==> src/fgc_pkg.sv <==
// Summary of operation
// lowpass corner code 000=15, 010=20, 011=30, 100=10 MHz
// amplifier offset integrator off while its disable bit is 1
// clamp level 00=-2, 10=0, 01=-4 dBFS, last only while clamp enabled
// amplifier current clamp enabled while clamp-disable bit is 0
// per-resistor termination field acts only while individual enable is 1
// individual enable 1 routes per-resistor field to resistor selection
// termination preset 00/01/10/11 = 50/100/200/400 ohm, resistors auto-mapped
// at 12 dB input gain, preset 00 gives high impedance
// active termination enabled only while its enable bit is 1
// input clamp 00 auto, 01 1.5, 10 1.15, 11 0.6 Vpp
// input amplifier offset integrator off while its disable bit is 1
// input gain 00=18, 01=24, 10=12 dB; 11 reserved
// per-channel gain enable takes gain from per-channel register
// channel sleep bit n powers down channel n+1
// low-power bit selects low power mode only while mid-power bit is 0
// mid-power bit selects medium power only while low-power bit is 0
// host sets per-channel gain enable for per-channel gains to act
// amplifier gain select 0 gives 24 dB, 1 gives 30 dB
// host writes reserved bits as zero; all fields reset to zero
package fgc_pkg;
   localparam logic [7:0]  FGC_ADDR_AMP   = 8'h33;
   localparam logic [7:0]  FGC_ADDR_TERM  = 8'h34;
   localparam logic [7:0]  FGC_ADDR_POWER = 8'h35;
   localparam logic [15:0] FGC_RESET_VAL  = 16'h0000;
   // writable bit masks: reserved bits held at zero
   localparam logic [15:0] FGC_MASK_AMP   = 16'h20fe;
   localparam logic [15:0] FGC_MASK_TERM  = 16'hf7ff;
   localparam logic [15:0] FGC_MASK_POWER = 16'h0cff;

   typedef enum logic [2:0] {
      FGC_LPF_15 = 3'h0,
      FGC_LPF_20 = 3'h2,
      FGC_LPF_30 = 3'h3,
      FGC_LPF_10 = 3'h4
   } fgc_lpf_t;

   typedef enum logic [1:0] {
      FGC_IG_18 = 2'h0,
      FGC_IG_24 = 2'h1,
      FGC_IG_12 = 2'h2,
      FGC_IG_RSV = 2'h3
   } fgc_igain_t;

   typedef enum logic [3:0] {
      FGC_PM_LOW_NOISE = 4'h1,
      FGC_PM_LOW       = 4'h2,
      FGC_PM_MEDIUM    = 4'h4,
      FGC_PM_INVALID   = 4'h8
   } fgc_pmode_t;

   typedef struct packed {
      logic        we;
      logic [7:0]  addr;
      logic [15:0] wdata;
   } fgc_wr_t;

   typedef struct packed {
      logic [2:0] lowpass_corner_select;
      logic       lpf_code_valid;
      logic       amp_offset_loop_off;
      logic [1:0] amp_clamp_threshold;
      logic       amp_clamp_on;
      logic       amp_gain_30db;
   } fgc_amp_cfg_t;

   typedef struct packed {
      logic [4:0] resistor_sel;
      logic       term_on;
      logic       high_z;
      logic [1:0] input_clamp_select;
      logic       input_offset_loop_off;
      logic [1:0] input_amp_gain;
      logic       per_channel_gain_on;
   } fgc_term_cfg_t;
endpackage : fgc_pkg

==> src/fgc_amp_decode.sv <==
`timescale 1ns/100ps
`default_nettype none
module fgc_amp_decode
   import fgc_pkg::*;
(
   input  wire logic [15:0] amp_reg_i,
   output fgc_amp_cfg_t     cfg_o
);
   wire logic [2:0] lpf_w = amp_reg_i[3:1];

   assign cfg_o.lowpass_corner_select = lpf_w;
   assign cfg_o.lpf_code_valid = (lpf_w == FGC_LPF_15) || (lpf_w == FGC_LPF_20) ||
                                 (lpf_w == FGC_LPF_30) || (lpf_w == FGC_LPF_10);
   assign cfg_o.amp_offset_loop_off = amp_reg_i[4];
   // -4 dBFS code falls back to default -2 dBFS when clamp disabled
   assign cfg_o.amp_clamp_threshold =
      (amp_reg_i[6:5] == 2'h1 && amp_reg_i[7]) ? 2'h0 : amp_reg_i[6:5];
   assign cfg_o.amp_clamp_on  = !amp_reg_i[7];
   assign cfg_o.amp_gain_30db = amp_reg_i[13];
endmodule : fgc_amp_decode
`default_nettype wire

==> src/fgc_config_regs.sv <==
`timescale 1ns/100ps
`default_nettype none
module fgc_config_regs
   import fgc_pkg::*;
#(
   parameter int unsigned NUM_CH = 8
)(
   input  wire logic              clk_i,
   input  wire logic              rst_n_i,
   input  wire fgc_wr_t           wr_i,
   input  wire logic [7:0]        rd_addr_i,
   output logic      [15:0]       rd_data_o,
   output logic                   rd_hit_o,
   output fgc_amp_cfg_t           amp_cfg_o,
   output fgc_term_cfg_t          term_cfg_o,
   output logic      [NUM_CH-1:0] channel_sleep_mask_o,
   output fgc_pmode_t             power_mode_o
);
   logic [15:0] amp_q;
   logic [15:0] amp_d;
   logic [15:0] term_q;
   logic [15:0] term_d;
   logic [15:0] pwr_q;
   logic [15:0] pwr_d;
   fgc_amp_cfg_t  amp_cfg_q;
   fgc_amp_cfg_t  amp_cfg_w;
   fgc_term_cfg_t term_cfg_q;
   fgc_term_cfg_t term_cfg_w;
   logic [NUM_CH-1:0] sleep_q;
   fgc_pmode_t        pmode_q;
   fgc_pmode_t        pmode_w;

   wire logic wr_amp_w  = wr_i.we && (wr_i.addr == FGC_ADDR_AMP);
   wire logic wr_term_w = wr_i.we && (wr_i.addr == FGC_ADDR_TERM);
   wire logic wr_pwr_w  = wr_i.we && (wr_i.addr == FGC_ADDR_POWER);

   // reserved bits forced to zero so stray host writes have no effect
   assign amp_d  = wr_amp_w  ? (wr_i.wdata & FGC_MASK_AMP)   : amp_q;
   assign term_d = wr_term_w ? (wr_i.wdata & FGC_MASK_TERM)  : term_q;
   assign pwr_d  = wr_pwr_w  ? (wr_i.wdata & FGC_MASK_POWER) : pwr_q;

   always_ff @(posedge clk_i or negedge rst_n_i) begin
      if (!rst_n_i) begin
         amp_q  <= FGC_RESET_VAL;
         term_q <= FGC_RESET_VAL;
         pwr_q  <= FGC_RESET_VAL;
      end else begin
         amp_q  <= amp_d;
         term_q <= term_d;
         pwr_q  <= pwr_d;
      end
   end

   fgc_amp_decode u_amp (
      .amp_reg_i (amp_q),
      .cfg_o     (amp_cfg_w)
   );

   fgc_term_decode u_term (
      .term_reg_i (term_q),
      .cfg_o      (term_cfg_w)
   );

   // both mode bits set is not a defined mode; flagged rather than guessed
   assign pmode_w = (pwr_q[10] && !pwr_q[11]) ? FGC_PM_LOW :
                    (pwr_q[11] && !pwr_q[10]) ? FGC_PM_MEDIUM :
                    (pwr_q[11] &&  pwr_q[10]) ? FGC_PM_INVALID : FGC_PM_LOW_NOISE;

   // outputs registered so analog controls never see decode glitches
   always_ff @(posedge clk_i or negedge rst_n_i) begin
      if (!rst_n_i) begin
         amp_cfg_q  <= '0;
         term_cfg_q <= '0;
         sleep_q    <= '0;
         pmode_q    <= FGC_PM_LOW_NOISE;
      end else begin
         amp_cfg_q  <= amp_cfg_w;
         term_cfg_q <= term_cfg_w;
         sleep_q    <= pwr_q[NUM_CH-1:0];
         pmode_q    <= pmode_w;
      end
   end

   assign amp_cfg_o            = amp_cfg_q;
   assign term_cfg_o           = term_cfg_q;
   assign channel_sleep_mask_o = sleep_q;
   assign power_mode_o         = pmode_q;

   assign rd_hit_o  = (rd_addr_i == FGC_ADDR_AMP) || (rd_addr_i == FGC_ADDR_TERM) ||
                      (rd_addr_i == FGC_ADDR_POWER);
   assign rd_data_o = (rd_addr_i == FGC_ADDR_AMP)   ? amp_q :
                      (rd_addr_i == FGC_ADDR_TERM)  ? term_q :
                      (rd_addr_i == FGC_ADDR_POWER) ? pwr_q : 16'h0000;
endmodule : fgc_config_regs
`default_nettype wire

==> src/fgc_term_decode.sv <==
`timescale 1ns/100ps
`default_nettype none
module fgc_term_decode
   import fgc_pkg::*;
(
   input  wire logic [15:0] term_reg_i,
   output fgc_term_cfg_t    cfg_o
);
   wire logic [4:0] indiv_w   = term_reg_i[4:0];
   wire logic       indiv_en_w = term_reg_i[5];
   wire logic [1:0] preset_w  = term_reg_i[7:6];
   wire logic [1:0] gain_w    = term_reg_i[14:13];

   // preset resistor maps: 50/100/200/400 ohm per gain, except preset 00 at 12 dB selects no resistor (high impedance)
   function automatic logic [4:0] preset_map(input logic [1:0] p, input logic [1:0] g);
      logic [4:0] r;
      r = 5'h00;
      unique case (g)
         FGC_IG_24: r = (p == 2'h0) ? 5'h01 : (p == 2'h1) ? 5'h02 : (p == 2'h2) ? 5'h04 : 5'h08;
         FGC_IG_12: r = (p == 2'h0) ? 5'h00 : (p == 2'h1) ? 5'h03 : (p == 2'h2) ? 5'h06 : 5'h0c;
         default:   r = (p == 2'h0) ? 5'h07 : (p == 2'h1) ? 5'h06 : (p == 2'h2) ? 5'h03 : 5'h0a;
      endcase
      return r;
   endfunction : preset_map

   wire logic high_z_w = (gain_w == FGC_IG_12) && (preset_w == 2'h0) && !indiv_en_w;

   assign cfg_o.resistor_sel = indiv_en_w ? indiv_w : preset_map(preset_w, gain_w);
   assign cfg_o.term_on      = term_reg_i[8];
   assign cfg_o.high_z       = high_z_w;
   assign cfg_o.input_clamp_select    = term_reg_i[10:9];
   assign cfg_o.input_offset_loop_off = term_reg_i[12];
   assign cfg_o.input_amp_gain        = gain_w;
   assign cfg_o.per_channel_gain_on   = term_reg_i[15];
endmodule : fgc_term_decode
`default_nettype wire

==> config.mk <==
export PLATFORM = sky130hd
export DESIGN_NAME = fgc_config_regs
export DESIGN_NICKNAME = d
export VERILOG_FILES = /design/src/fgc_pkg.sv /design/src/fgc_amp_decode.sv /design/src/fgc_config_regs.sv /design/src/fgc_term_decode.sv
export SDC_FILE = /design/constraint.sdc
export NUM_CORES = 1
export LEC_CHECK = 0
export BUFFER_PORTS_ARGS = -buffer_cell sky130_fd_sc_hd__buf_4
export CAP_MARGIN = 20
export CORE_MARGIN = 1.5
export CORE_UTILIZATION = 44
export DETAILED_ROUTE_END_ITERATION = 16
export PLACE_DENSITY = 0.7
export SLEW_MARGIN = 10
export SYNTH_ARGS = -nofsm -noshare
export SYNTH_HDL_FRONTEND = slang
export SYNTH_SLANG_ARGS = --single-unit
==> constraint.sdc <==
create_clock -name clk_i -period 1.83 [get_ports clk_i]
set_input_delay 0.183 -clock clk_i [delete_from_list [all_inputs] [get_ports clk_i]]
set_output_delay 0.183 -clock clk_i [all_outputs]
set_load 0.1 [all_outputs]
==> out/metrics.cfg, run 1 <==
[timing]
fin_worst_skew_ns = 0.006990
layout_setup_ws_ns = 0.1169
worst_slew_pin_slew_ns = 0.4890
hold_slack_ns = 0.08223
relSlewSlack_pct = 67.40
finalSetupViolCount = 0
finalSetupTns_ns = 0
finalWorstPathRequiredPeriod_ns = 1.713
grt_setup_unrepaired = no
timing.final.max_slew_violations = 0
maxClockFrequency_mhz = 583.7
final-hold-violation-count = 0
final.period_utilization_pct = 93.61

[detailed_routing]
drt_iter0_markers = 72
detail_route.vias_per_cell = 4.992
total_number_of_vias = 1847
drcViolationCount = 0
wirelength_um = 5731
drtAntennaViolNets = 0
count_of_tritonroute_iterations_in_the_first_routing_pass = 4
detail_route.wl_per_cell_um = 15.49

[clock_network]
htreeDepth = 3
cts_buffer_depth = 2
cts_made_buffers = 9
ctsHoldBuffers = 1
cts_tree = done
clkSlewWorstSetupHoldPaths_ns = 0.07
cts.root.buffer_cell = sky130_fd_sc_hd__clkbuf_8
postcts_setup_bufs = 0
worst_skew_pair_latency_ns = 0.33
numClockSinks = 67
cts_repair_resize_count = 0

[die]
design.portCount = 86
dieWidth_um = 82.65
placementRows = 28
die_height_um = 82.65
die_area_um2 = 6831
initial_utilization_pct = 46.32
coreArea_um2 = 6026

[worst_hold_path]
holdPathStages = 2
hold_path_end = term_q[15]$_DFFE_PN0P_
hold_path.class = input pin to flip-flop
hold_start = wr_i[15]

[critical_path]
slowest_stage = sky130_fd_sc_hd__or2_2
reg2reg_slack_ns = 0.28
crit_buf_inv = 2
timing.critical_path.cells = buf_4, nand4bb_1, or2_2, nor3_4, buf_4
worstPathArrival_ns = 1.53
critical_path_peak_fanout = 12
worst_setup_path_end_kind = primary output
worst_r2r_startpoint = term_q[6]$_DFFE_PN0P_
crit_path_frequent_cell = sky130_fd_sc_hd__buf_4
reg2reg_depth = 4
critical_path.max_stage_delay_ns = 0.50
critical_path.reg2reg.endpoint = term_cfg_o[9]$_DFF_PN0_
cp.required_ns = 1.65
timing_worst_setup_path_type = input pin to primary output
critical_path_s_top_delay_family = simple AND/OR/NAND/NOR gates
start_kind = input pin

[finish]
finalInstanceArea_um2 = 3806
syn_to_final_growth_pct = 36.35
register_area_um2 = 1678
nNetsFinal = 333
final_layout_size_suffix_gt1_share_pct = 55.59
antenna_cells = 0
layout.filler_cells = 510
final_core_utilization_pct = 63.16
post_layout_nonfiller_instances = 370
multiInputGateArea_um2 = 1084

[place]
dpl_cell_area_um2 = 3608
hpwl_after_dpl_um = 4103
place_worst_setup_slack_ns = 0.05762
io_buffer_count = 85
placed_cells = 353
finalWeightedCongestion = 0.8049

[synthesis]
yosys.area.top_type_share_pct = 59.17
synth.most_common_cell = sky130_fd_sc_hd__dfrtp_1
synth_area_leaders = sky130_fd_sc_hd__dfrtp_1, sky130_fd_sc_hd__mux2_2, sky130_fd_sc_hd__mux2_4
postSynthAreaPerCell_um2 = 14.46
synthesis.area_um2 = 2791
yosys_reg_bits = 67
synthesis.nets = 236
ys_warn_count = 0
post_synth_most_frequent_cells = sky130_fd_sc_hd__dfrtp_1, sky130_fd_sc_hd__mux2_2, sky130_fd_sc_hd__nor2_1
yosysUniqueCellTypes = 35
async_reset_ff_share_pct = 100.0
syn-instance-count = 193
synth_top_cell_by_area = sky130_fd_sc_hd__dfrtp_1
seq_area_frac_synth_pct = 60.11
synth_enable_flop_cells = 0
ys_dominant_reg_cell = sky130_fd_sc_hd__dfrtp_1

[global_route]
global_route_usage_sum_pct = 18.27
initial_antenna_violation_count = 0
grt_remaining_overflow = 0
grt_pass1_wl_um = 8852
grt_start_max_net_pins = 40
via_count_of_the_first_global_routing_pass = 1841

[power]
peakVddDrop_mv = 0.5074
static-leakage-power_nw = 1.951
fin_total_pwr_mw = 3.404
pwr_density_cell_nw_per_um2 = 894.5

[status]
outcome = finished, final reports clean

[flow_run]
cap_viol_max_count = 0

-- worst register-to-register path, stage by stage, from the launching register on --
cell and delay, ns:
sky130_fd_sc_hd__dfrtp_1 0.45, sky130_fd_sc_hd__inv_1 0.12, sky130_fd_sc_hd__ha_1 0.30, sky130_fd_sc_hd__a221o_1 0.32, sky130_fd_sc_hd__mux2_2 0.26
-- layout by cell type, fill, tap and decap left out, types with 7 or more instances in the layout --
cell                       netlist  final
sky130_fd_sc_hd__a22oi_1         7      7
sky130_fd_sc_hd__dfrtp_1        66     66
sky130_fd_sc_hd__inv_1           8      8
sky130_fd_sc_hd__mux2_4         10     10
sky130_fd_sc_hd__mux2_2         32     32
sky130_fd_sc_hd__clkbuf_8        0     10
sky130_fd_sc_hd__and2_1          7      7
sky130_fd_sc_hd__nor2_2          0      7
sky130_fd_sc_hd__ha_1            8      8
sky130_fd_sc_hd__buf_4           0     91
-- worst max path at each step --
stage | cells after the start | startpoint | end
floorplan | 3 | rd_addr_i[6] | rd_data_o[0]
global placement | 5 | wr_i[16] | term_q[12]$_DFFE_PN0P_
detailed placement | 5 | wr_i[16] | term_q[9]$_DFFE_PN0P_
CTS | 4 | term_q[6]$_DFFE_PN0P_ | rd_data_o[6]
global route | 4 | term_q[6]$_DFFE_PN0P_ | rd_data_o[6]
finish | 5 | rd_addr_i[6] | rd_data_o[11]
-- area by class of cell --
type                            count  area share, %
Multi-Input combinational cell    110          28.47
Sequential cell                    67          44.08
Clock inverter                      2         0.9204
Inverter                            8         0.7890
Clock buffer                       14          4.011
Timing Repair Buffer               94          19.26
Tap cell                           75          2.465
-- report_power, final --
| part | switching, mW | leakage [nW] | internal, mW |
|---|---|---|---|
| Combinational | 0.444 | 0.956 | 0.186 |
| Sequential | 0.0441 | 0.900 | 1.56 |
| Clock | 0.504 | 0.0947 | 0.667 |
| Total | 0.993 | 1.95 | 2.41 |
-- flip-flops by register name, indices dropped and copies added, names as in the netlist --
signal                cells
pwr_q                    10
term_cfg_o               13
power_mode_o              4
amp_cfg_o                 9
term_q                   15
channel_sleep_mask_o      8
amp_q                     8
-- logic make-up after synthesis --
family                   count (synthesis)  share of synthesized area [%]
flip-flops                              67                          60.11
AND/OR/NAND/NOR                         41                          9.458
AO/OA/AOI/OAI                           16                          4.482
buffers and inverters                   16                          3.003
multiplexers                            45                          19.36
adder cells (fa/ha/maj)                  8                          3.586
-- metal layers --
metal | track usage, % | up-vias | wire length (um)
met5 | 0 | - | 0
met4 | 7.000 | 0 | 41
met3 | 6.264 | 4 | 501
met2 | 29.02 | 72 | 2725
met1 | 23.00 | 899 | 2463
li1 | - | 872 | -
(Power assumes the default switching activity.)
==> run 2, diff against run 1 <==
--- a/config.mk
+++ b/config.mk
@@ -11,6 +11,7 @@
 export CORE_UTILIZATION = 44
 export DETAILED_ROUTE_END_ITERATION = 16
 export PLACE_DENSITY = 0.7
+export RECOVER_POWER = 100
 export SLEW_MARGIN = 10
 export SYNTH_ARGS = -nofsm -noshare
 export SYNTH_HDL_FRONTEND = slang
==> run 2 against run 1 <==
Against the previous run: global-route usage unchanged; via count decreased by 0.49%; non-clock buffer count unchanged; clock power about the same; register-to-register slack about the same; design area decreased by 5.1%; sequential share of layout area increased by 2.4 points; worst setup slack got worse by 0.042 ns; final cell count unchanged; first-iteration DRC count increased by 28%.
==> out/metrics.cfg, run 2 (same netlist as run 1, synthesis figures left out) <==
[power]
peakVddDrop_mv = 0.5029  ; -0.89%
static-leakage-power_nw = 1.864  ; -4.4%
fin_total_pwr_mw = 3.354  ; -1.5%
pwr_density_cell_nw_per_um2 = 928.1  ; +3.8%

[finish]
flip_flop_count_of_the_largest_register_all_copies_and_words_added = 15  ; unchanged
most-common-layout-cells = sky130_fd_sc_hd__dfrtp_1, sky130_fd_sc_hd__buf_4, sky130_fd_sc_hd__clkbuf_2
antenna_cells = 0  ; unchanged
final_layout_size_suffix_gt1_share_pct = 50.17  ; -5.4 points
syn_to_final_growth_pct = 29.45
nNetsFinal = 333  ; unchanged
register_bank_with_the_most_flops = term_q
most_common_cell_after_layout_fill_and_taps_aside = sky130_fd_sc_hd__dfrtp_1
post_layout_nonfiller_instances = 370  ; unchanged

[timing]
hold_slack_ns = 0.07348  ; -0.008744 ns
relSlewSlack_pct = 35.43  ; -32 points
fin_worst_skew_ns = 0.007942  ; +0.0009517 ns
final-hold-violation-count = 0  ; unchanged
maxClockFrequency_mhz = 569.9  ; -2.4%
finalWorstPathRequiredPeriod_ns = 1.755  ; +0.04150 ns
grt_setup_unrepaired = no
timing.final.max_slew_violations = 0  ; unchanged
finalSetupViolCount = 0  ; unchanged
final.period_utilization_pct = 95.88  ; +2.3 points
worst_slew_pin_slew_ns = 0.9686  ; +0.4796 ns

[global_route]
initial_antenna_violation_count = 0  ; unchanged
via_count_of_the_first_global_routing_pass = 1841  ; unchanged
global_route_usage_sum_pct = 18.27  ; unchanged
grt_start_max_net_pins = 40  ; unchanged
grt_remaining_overflow = 0  ; unchanged
grt_pass1_wl_um = 8852  ; unchanged

[worst_hold_path]
hold_path.class = input pin to flip-flop

[status]
outcome = finished, final reports clean

[clock_network]
worst_skew_pair_latency_ns = 0.33  ; about the same
cts.root.buffer_cell = sky130_fd_sc_hd__clkbuf_8
numClockSinks = 67  ; unchanged
cts_tree = done
postcts_setup_bufs = 0  ; unchanged
clkSlewWorstSetupHoldPaths_ns = 0.07  ; about the same
ctsHoldBuffers = 1  ; unchanged
cts_repair_resize_count = 0  ; unchanged
htreeDepth = 3  ; unchanged
cts_made_buffers = 9  ; unchanged
cts_buffer_depth = 2  ; unchanged

[critical_path]
start_kind = input pin
critical_path_s_top_delay_family = simple AND/OR/NAND/NOR gates
worst_setup_path_end_kind = primary output
cp.required_ns = 1.65  ; about the same
slowest_stage = sky130_fd_sc_hd__or2_2
timing_worst_setup_path_type = input pin to primary output
timing.critical_path.cells = buf_4, nand4bb_1, or2_2, nor3_4, clkbuf_4
worstPathArrival_ns = 1.57  ; +0.04 ns
reg2reg_slack_ns = 0.28  ; about the same
critical_path_peak_fanout = 12  ; unchanged
critical_path.max_stage_delay_ns = 0.50  ; about the same
crit_buf_inv = 2  ; unchanged

[detailed_routing]
count_of_tritonroute_iterations_in_the_first_routing_pass = 4  ; unchanged
wirelength_um = 5724  ; -0.12%
drcViolationCount = 0  ; unchanged
total_number_of_vias = 1838  ; -0.49%
detail_route.wl_per_cell_um = 15.47  ; -0.12%
drt_iter0_markers = 92  ; +28%
drtAntennaViolNets = 0  ; unchanged
detail_route.vias_per_cell = 4.968  ; -0.49%

[die]
placementRows = 28  ; unchanged
initial_utilization_pct = 46.32  ; unchanged
die_area_um2 = 6831  ; unchanged
dieWidth_um = 82.65  ; unchanged
design.portCount = 86  ; unchanged
die_height_um = 82.65  ; unchanged
coreArea_um2 = 6026  ; unchanged

[place]
finalWeightedCongestion = 0.8049  ; unchanged
hpwl_after_dpl_um = 4103  ; unchanged
io_buffer_count = 85  ; unchanged
placed_cells = 353  ; unchanged

[flow_run]
cap_viol_max_count = 0  ; unchanged

[run 2: per-stage QoR]
step,setup TNS [ns],utilization [%],instance area (um^2),setup WS [ns]
final,0,59.97,3613,0.07542
after global routing,0,59.97,3613,0.02382
after floorplan,-2.507,-,2845,-0.2625
after CTS,0,63.16,3806,0.09416
after global placement,0,59.88,3608,0.07624
after detailed placement,0,59.88,3608,0.05762
[run 2: path summary, 6_finish.rpt]
| check | startpoint | to | cells after the start |
|---|---|---|---|
| min in group asynchronous | rst_n_i | power_mode_o[2]$_DFF_PN0_ | 2 |
| max in group asynchronous | rst_n_i | term_q[6]$_DFFE_PN0P_ | 3 |
| hold / removal | wr_i[15] | term_q[15]$_DFFE_PN0P_ | 2 |
| setup / recovery | rd_addr_i[6] | rd_data_o[11] | 5 |
| setup reg to reg | term_q[6]$_DFFE_PN0P_ | term_cfg_o[9]$_DFF_PN0_ | 4 |
| hold reg to reg | term_q[12]$_DFFE_PN0P_ | term_cfg_o[3]$_DFF_PN0_ | 0 |
[run 2: cell type report]
| class | instances | area, um^2 |
|---|---|---|
| fill | 547 | 2412 |
| clock buffer | 14 | 152.6 |
| multi-input combinational | 110 | 1017 |
| timing repair buffer | 94 | 606.8 |
| sequential | 67 | 1678 |
| tap | 75 | 93.84 |
| clock inverter | 2 | 35.03 |
| inverter | 8 | 30.03 |
[run 2: report_power, final]
| part | total, mW | switching, mW | internal, mW |
|---|---|---|---|
| registers | 1.60 | 0.0429 | 1.56 |
| clock network | 1.17 | 0.498 | 0.667 |
| logic | 0.587 | 0.441 | 0.146 |
[run 2: routing by layer]
metal / part of all wire [%] / routed length [um] / GRT usage (%)
met2: 47 / 2711 / 29.02
met5: 0 / 0 / 0
met1: 44 / 2504 / 23.00
met3: 8.3 / 476 / 6.264
met4: 0.56 / 32 / 7.000
==> run 3, diff against run 2 <==
--- a/config.mk
+++ b/config.mk
@@ -7,10 +7,12 @@
 export LEC_CHECK = 0
 export BUFFER_PORTS_ARGS = -buffer_cell sky130_fd_sc_hd__buf_4
 export CAP_MARGIN = 20
+export CELL_PAD_IN_SITES_DETAIL_PLACEMENT = 2
+export CELL_PAD_IN_SITES_GLOBAL_PLACEMENT = 2
 export CORE_MARGIN = 1.5
-export CORE_UTILIZATION = 44
+export CORE_UTILIZATION = 34
 export DETAILED_ROUTE_END_ITERATION = 16
-export PLACE_DENSITY = 0.7
+export PLACE_DENSITY_LB_ADDON = 0.1
 export RECOVER_POWER = 100
 export SLEW_MARGIN = 10
 export SYNTH_ARGS = -nofsm -noshare
==> run 3 against run 2 <==
Against the previous run: final cell count increased by 7.6%; count of clock-buffer cells in the layout decreased by 3; clock power increased by 9%; register-to-register slack got worse by 0.09 ns; hold slack got worse by 0.017 ns; largest cell class unchanged.
==> out/metrics.cfg, run 3 (same netlist as run 1, synthesis figures left out) <==
[clock_network]
numClockSinks = 67  ; unchanged
clkSlewWorstSetupHoldPaths_ns = 0.08  ; about the same
worst_skew_pair_latency_ns = 0.34  ; about the same
cts.root.buffer_cell = sky130_fd_sc_hd__clkbuf_8
htreeDepth = 3  ; unchanged
cts_made_buffers = 9  ; unchanged
cts_tree = done
cts_buffer_depth = 2  ; unchanged

[global_route]
grt_pass1_wl_um = 11320  ; +28%
initial_antenna_violation_count = 0  ; unchanged
global_route_usage_sum_pct = 17.69  ; -0.58 points
grt_remaining_overflow = 0  ; unchanged
grt_start_max_net_pins = 44  ; +10%
via_count_of_the_first_global_routing_pass = 2102  ; +14%

[die]
coreArea_um2 = 7848  ; +30%
die_height_um = 93.61  ; +13%
dieWidth_um = 93.61  ; +13%
design.portCount = 86  ; unchanged
initial_utilization_pct = 35.57  ; -11 points
die_area_um2 = 8763  ; +28%
placementRows = 32  ; +14%

[finish]
nNetsFinal = 334  ; +0.30%
syn_to_final_growth_pct = 31.82
most_common_cell_after_layout_fill_and_taps_aside = sky130_fd_sc_hd__dfrtp_1
antenna_cells = 0  ; unchanged
register_bank_with_the_most_flops = term_q
layout.filler_cells = 825  ; +51%
final_layout_size_suffix_gt1_share_pct = 51.35  ; +1.2 points
flip_flop_count_of_the_largest_register_all_copies_and_words_added = 15  ; unchanged
most-common-layout-cells = sky130_fd_sc_hd__dfrtp_1, sky130_fd_sc_hd__buf_4, sky130_fd_sc_hd__clkbuf_2

[detailed_routing]
drt_iter0_markers = 40  ; -57%
detail_route.vias_per_cell = 4.676  ; -5.9%
wirelength_um = 7095  ; +24%
count_of_tritonroute_iterations_in_the_first_routing_pass = 4  ; unchanged
drtAntennaViolNets = 0  ; unchanged
total_number_of_vias = 1861  ; +1.3%
detail_route.wl_per_cell_um = 17.83  ; +15%
drcViolationCount = 0  ; unchanged

[critical_path]
worstPathArrival_ns = 1.58  ; about the same
timing_worst_setup_path_type = flip-flop to primary output
slowest_stage = sky130_fd_sc_hd__dfrtp_1
cp.required_ns = 1.65  ; about the same
critical_path.max_stage_delay_ns = 0.43  ; -0.07 ns
worst_setup_path_end_kind = primary output
start_kind = flip-flop
critical_path_peak_fanout = 3  ; -9
timing.critical_path.cells = mux2_2, a22oi_1, nor2_4, buf_4

[timing]
maxClockFrequency_mhz = 567.5  ; -0.42%
grt_setup_unrepaired = no
hold_slack_ns = 0.05628  ; -0.01720 ns
finalSetupTns_ns = 0  ; unchanged
worst_slew_pin_slew_ns = 0.7094  ; -0.2592 ns
fin_worst_skew_ns = 0.006130  ; -0.001812 ns
timing.final.max_slew_violations = 0  ; unchanged
finalSetupViolCount = 0  ; unchanged
final-hold-violation-count = 0  ; unchanged
final.period_utilization_pct = 96.28  ; +0.40 points
finalWorstPathRequiredPeriod_ns = 1.762  ; +0.007402 ns
relSlewSlack_pct = 52.71  ; +17 points

[status]
outcome = finished, final reports clean

[power]
pwr_density_cell_nw_per_um2 = 947.2  ; +2.1%
static-leakage-power_nw = 1.857  ; -0.37%
peakVddDrop_mv = 0.3522  ; -30%
fin_total_pwr_mw = 3.486  ; +3.9%

[place]
hpwl_after_dpl_um = 5148  ; +25%
finalWeightedCongestion = 0.7016  ; -13%
io_buffer_count = 85  ; unchanged

[flow_run]
cap_viol_max_count = 0  ; unchanged

[worst_hold_path]
hold_path.class = input pin to flip-flop

==> run 3: worst max-delay path, delay by kind of cell (launching register included) <==
family          cells  cell delay [ns]
mux                 1             0.28
simple gates        1             0.05
compound gates      1             0.24
flops               1             0.43
buf+inv             1             0.24
==> run 3: final timing paths <==
kind,start,end,slack (ns),cells past startpoint
setup / recovery,term_q[1]$_DFFE_PN0P_,rd_data_o[1],0.07,4
hold / removal,wr_i[12],term_q[12]$_DFFE_PN0P_,0.06,2
max in group asynchronous,rst_n_i,power_mode_o[0]$_DFF_PN1_,0.95,3
hold reg to reg,pwr_q[3]$_DFFE_PN0P_,channel_sleep_mask_o[3]$_DFF_PN0_,0.39,0
setup reg to reg,term_q[13]$_DFFE_PN0P_,term_cfg_o[8]$_DFF_PN0_,0.19,5
min in group asynchronous,rst_n_i,term_cfg_o[10]$_DFF_PN0_,0.28,2
==> run 3: cell type report <==
| class | count | area [um^2] | area share [%] |
|---|---|---|---|
| Multi-Input combinational cell | 110 | 1001 | 27.20 |
| Tap cell | 102 | 127.6 | 3.468 |
| Inverter | 8 | 30.03 | 0.8160 |
| Timing Repair Buffer | 95 | 629.4 | 17.10 |
| Clock inverter | 5 | 61.31 | 1.666 |
| Sequential cell | 67 | 1679 | 45.63 |
| Clock buffer | 11 | 151.4 | 4.114 |
==> run 3: metal layers <==
metal	GRT usage, %	part of all wire [%]	vias up
met3	3.415	3.7	11
li1	-	-	868
met2	28.93	51	49
met1	22.70	44	933
met4	7.836	1.6	0
met5	0	0	-
==> run 3: stage by stage <==
stage,instance area (um^2),util (%),setup WS (ns),instances
4_1_cts,3872,49.35,0.04711,398
2_1_floorplan,2845,-,-0.2625,193
3_5_place_dp,3650,46.51,0.04977,381
5_1_grt,3680,46.89,0.008924,398
3_3_place_gp,3650,46.51,0.07180,381
6_report,3680,46.89,0.06801,398
==> run 3: power by group <==
part	internal [mW]	switching [mW]	total, mW
Combinational	0.149	0.450	0.598
Sequential	1.56	0.0472	1.60
Clock	0.705	0.577	1.28
==> run 3: what timing repair did <==
action,4_1_cts,5_1_grt
endpoints found under the hold margin,24,0
hold buffers,1,0
endpoints found under the setup margin,0,1
resized for setup,0,1
setup buffers,0,0
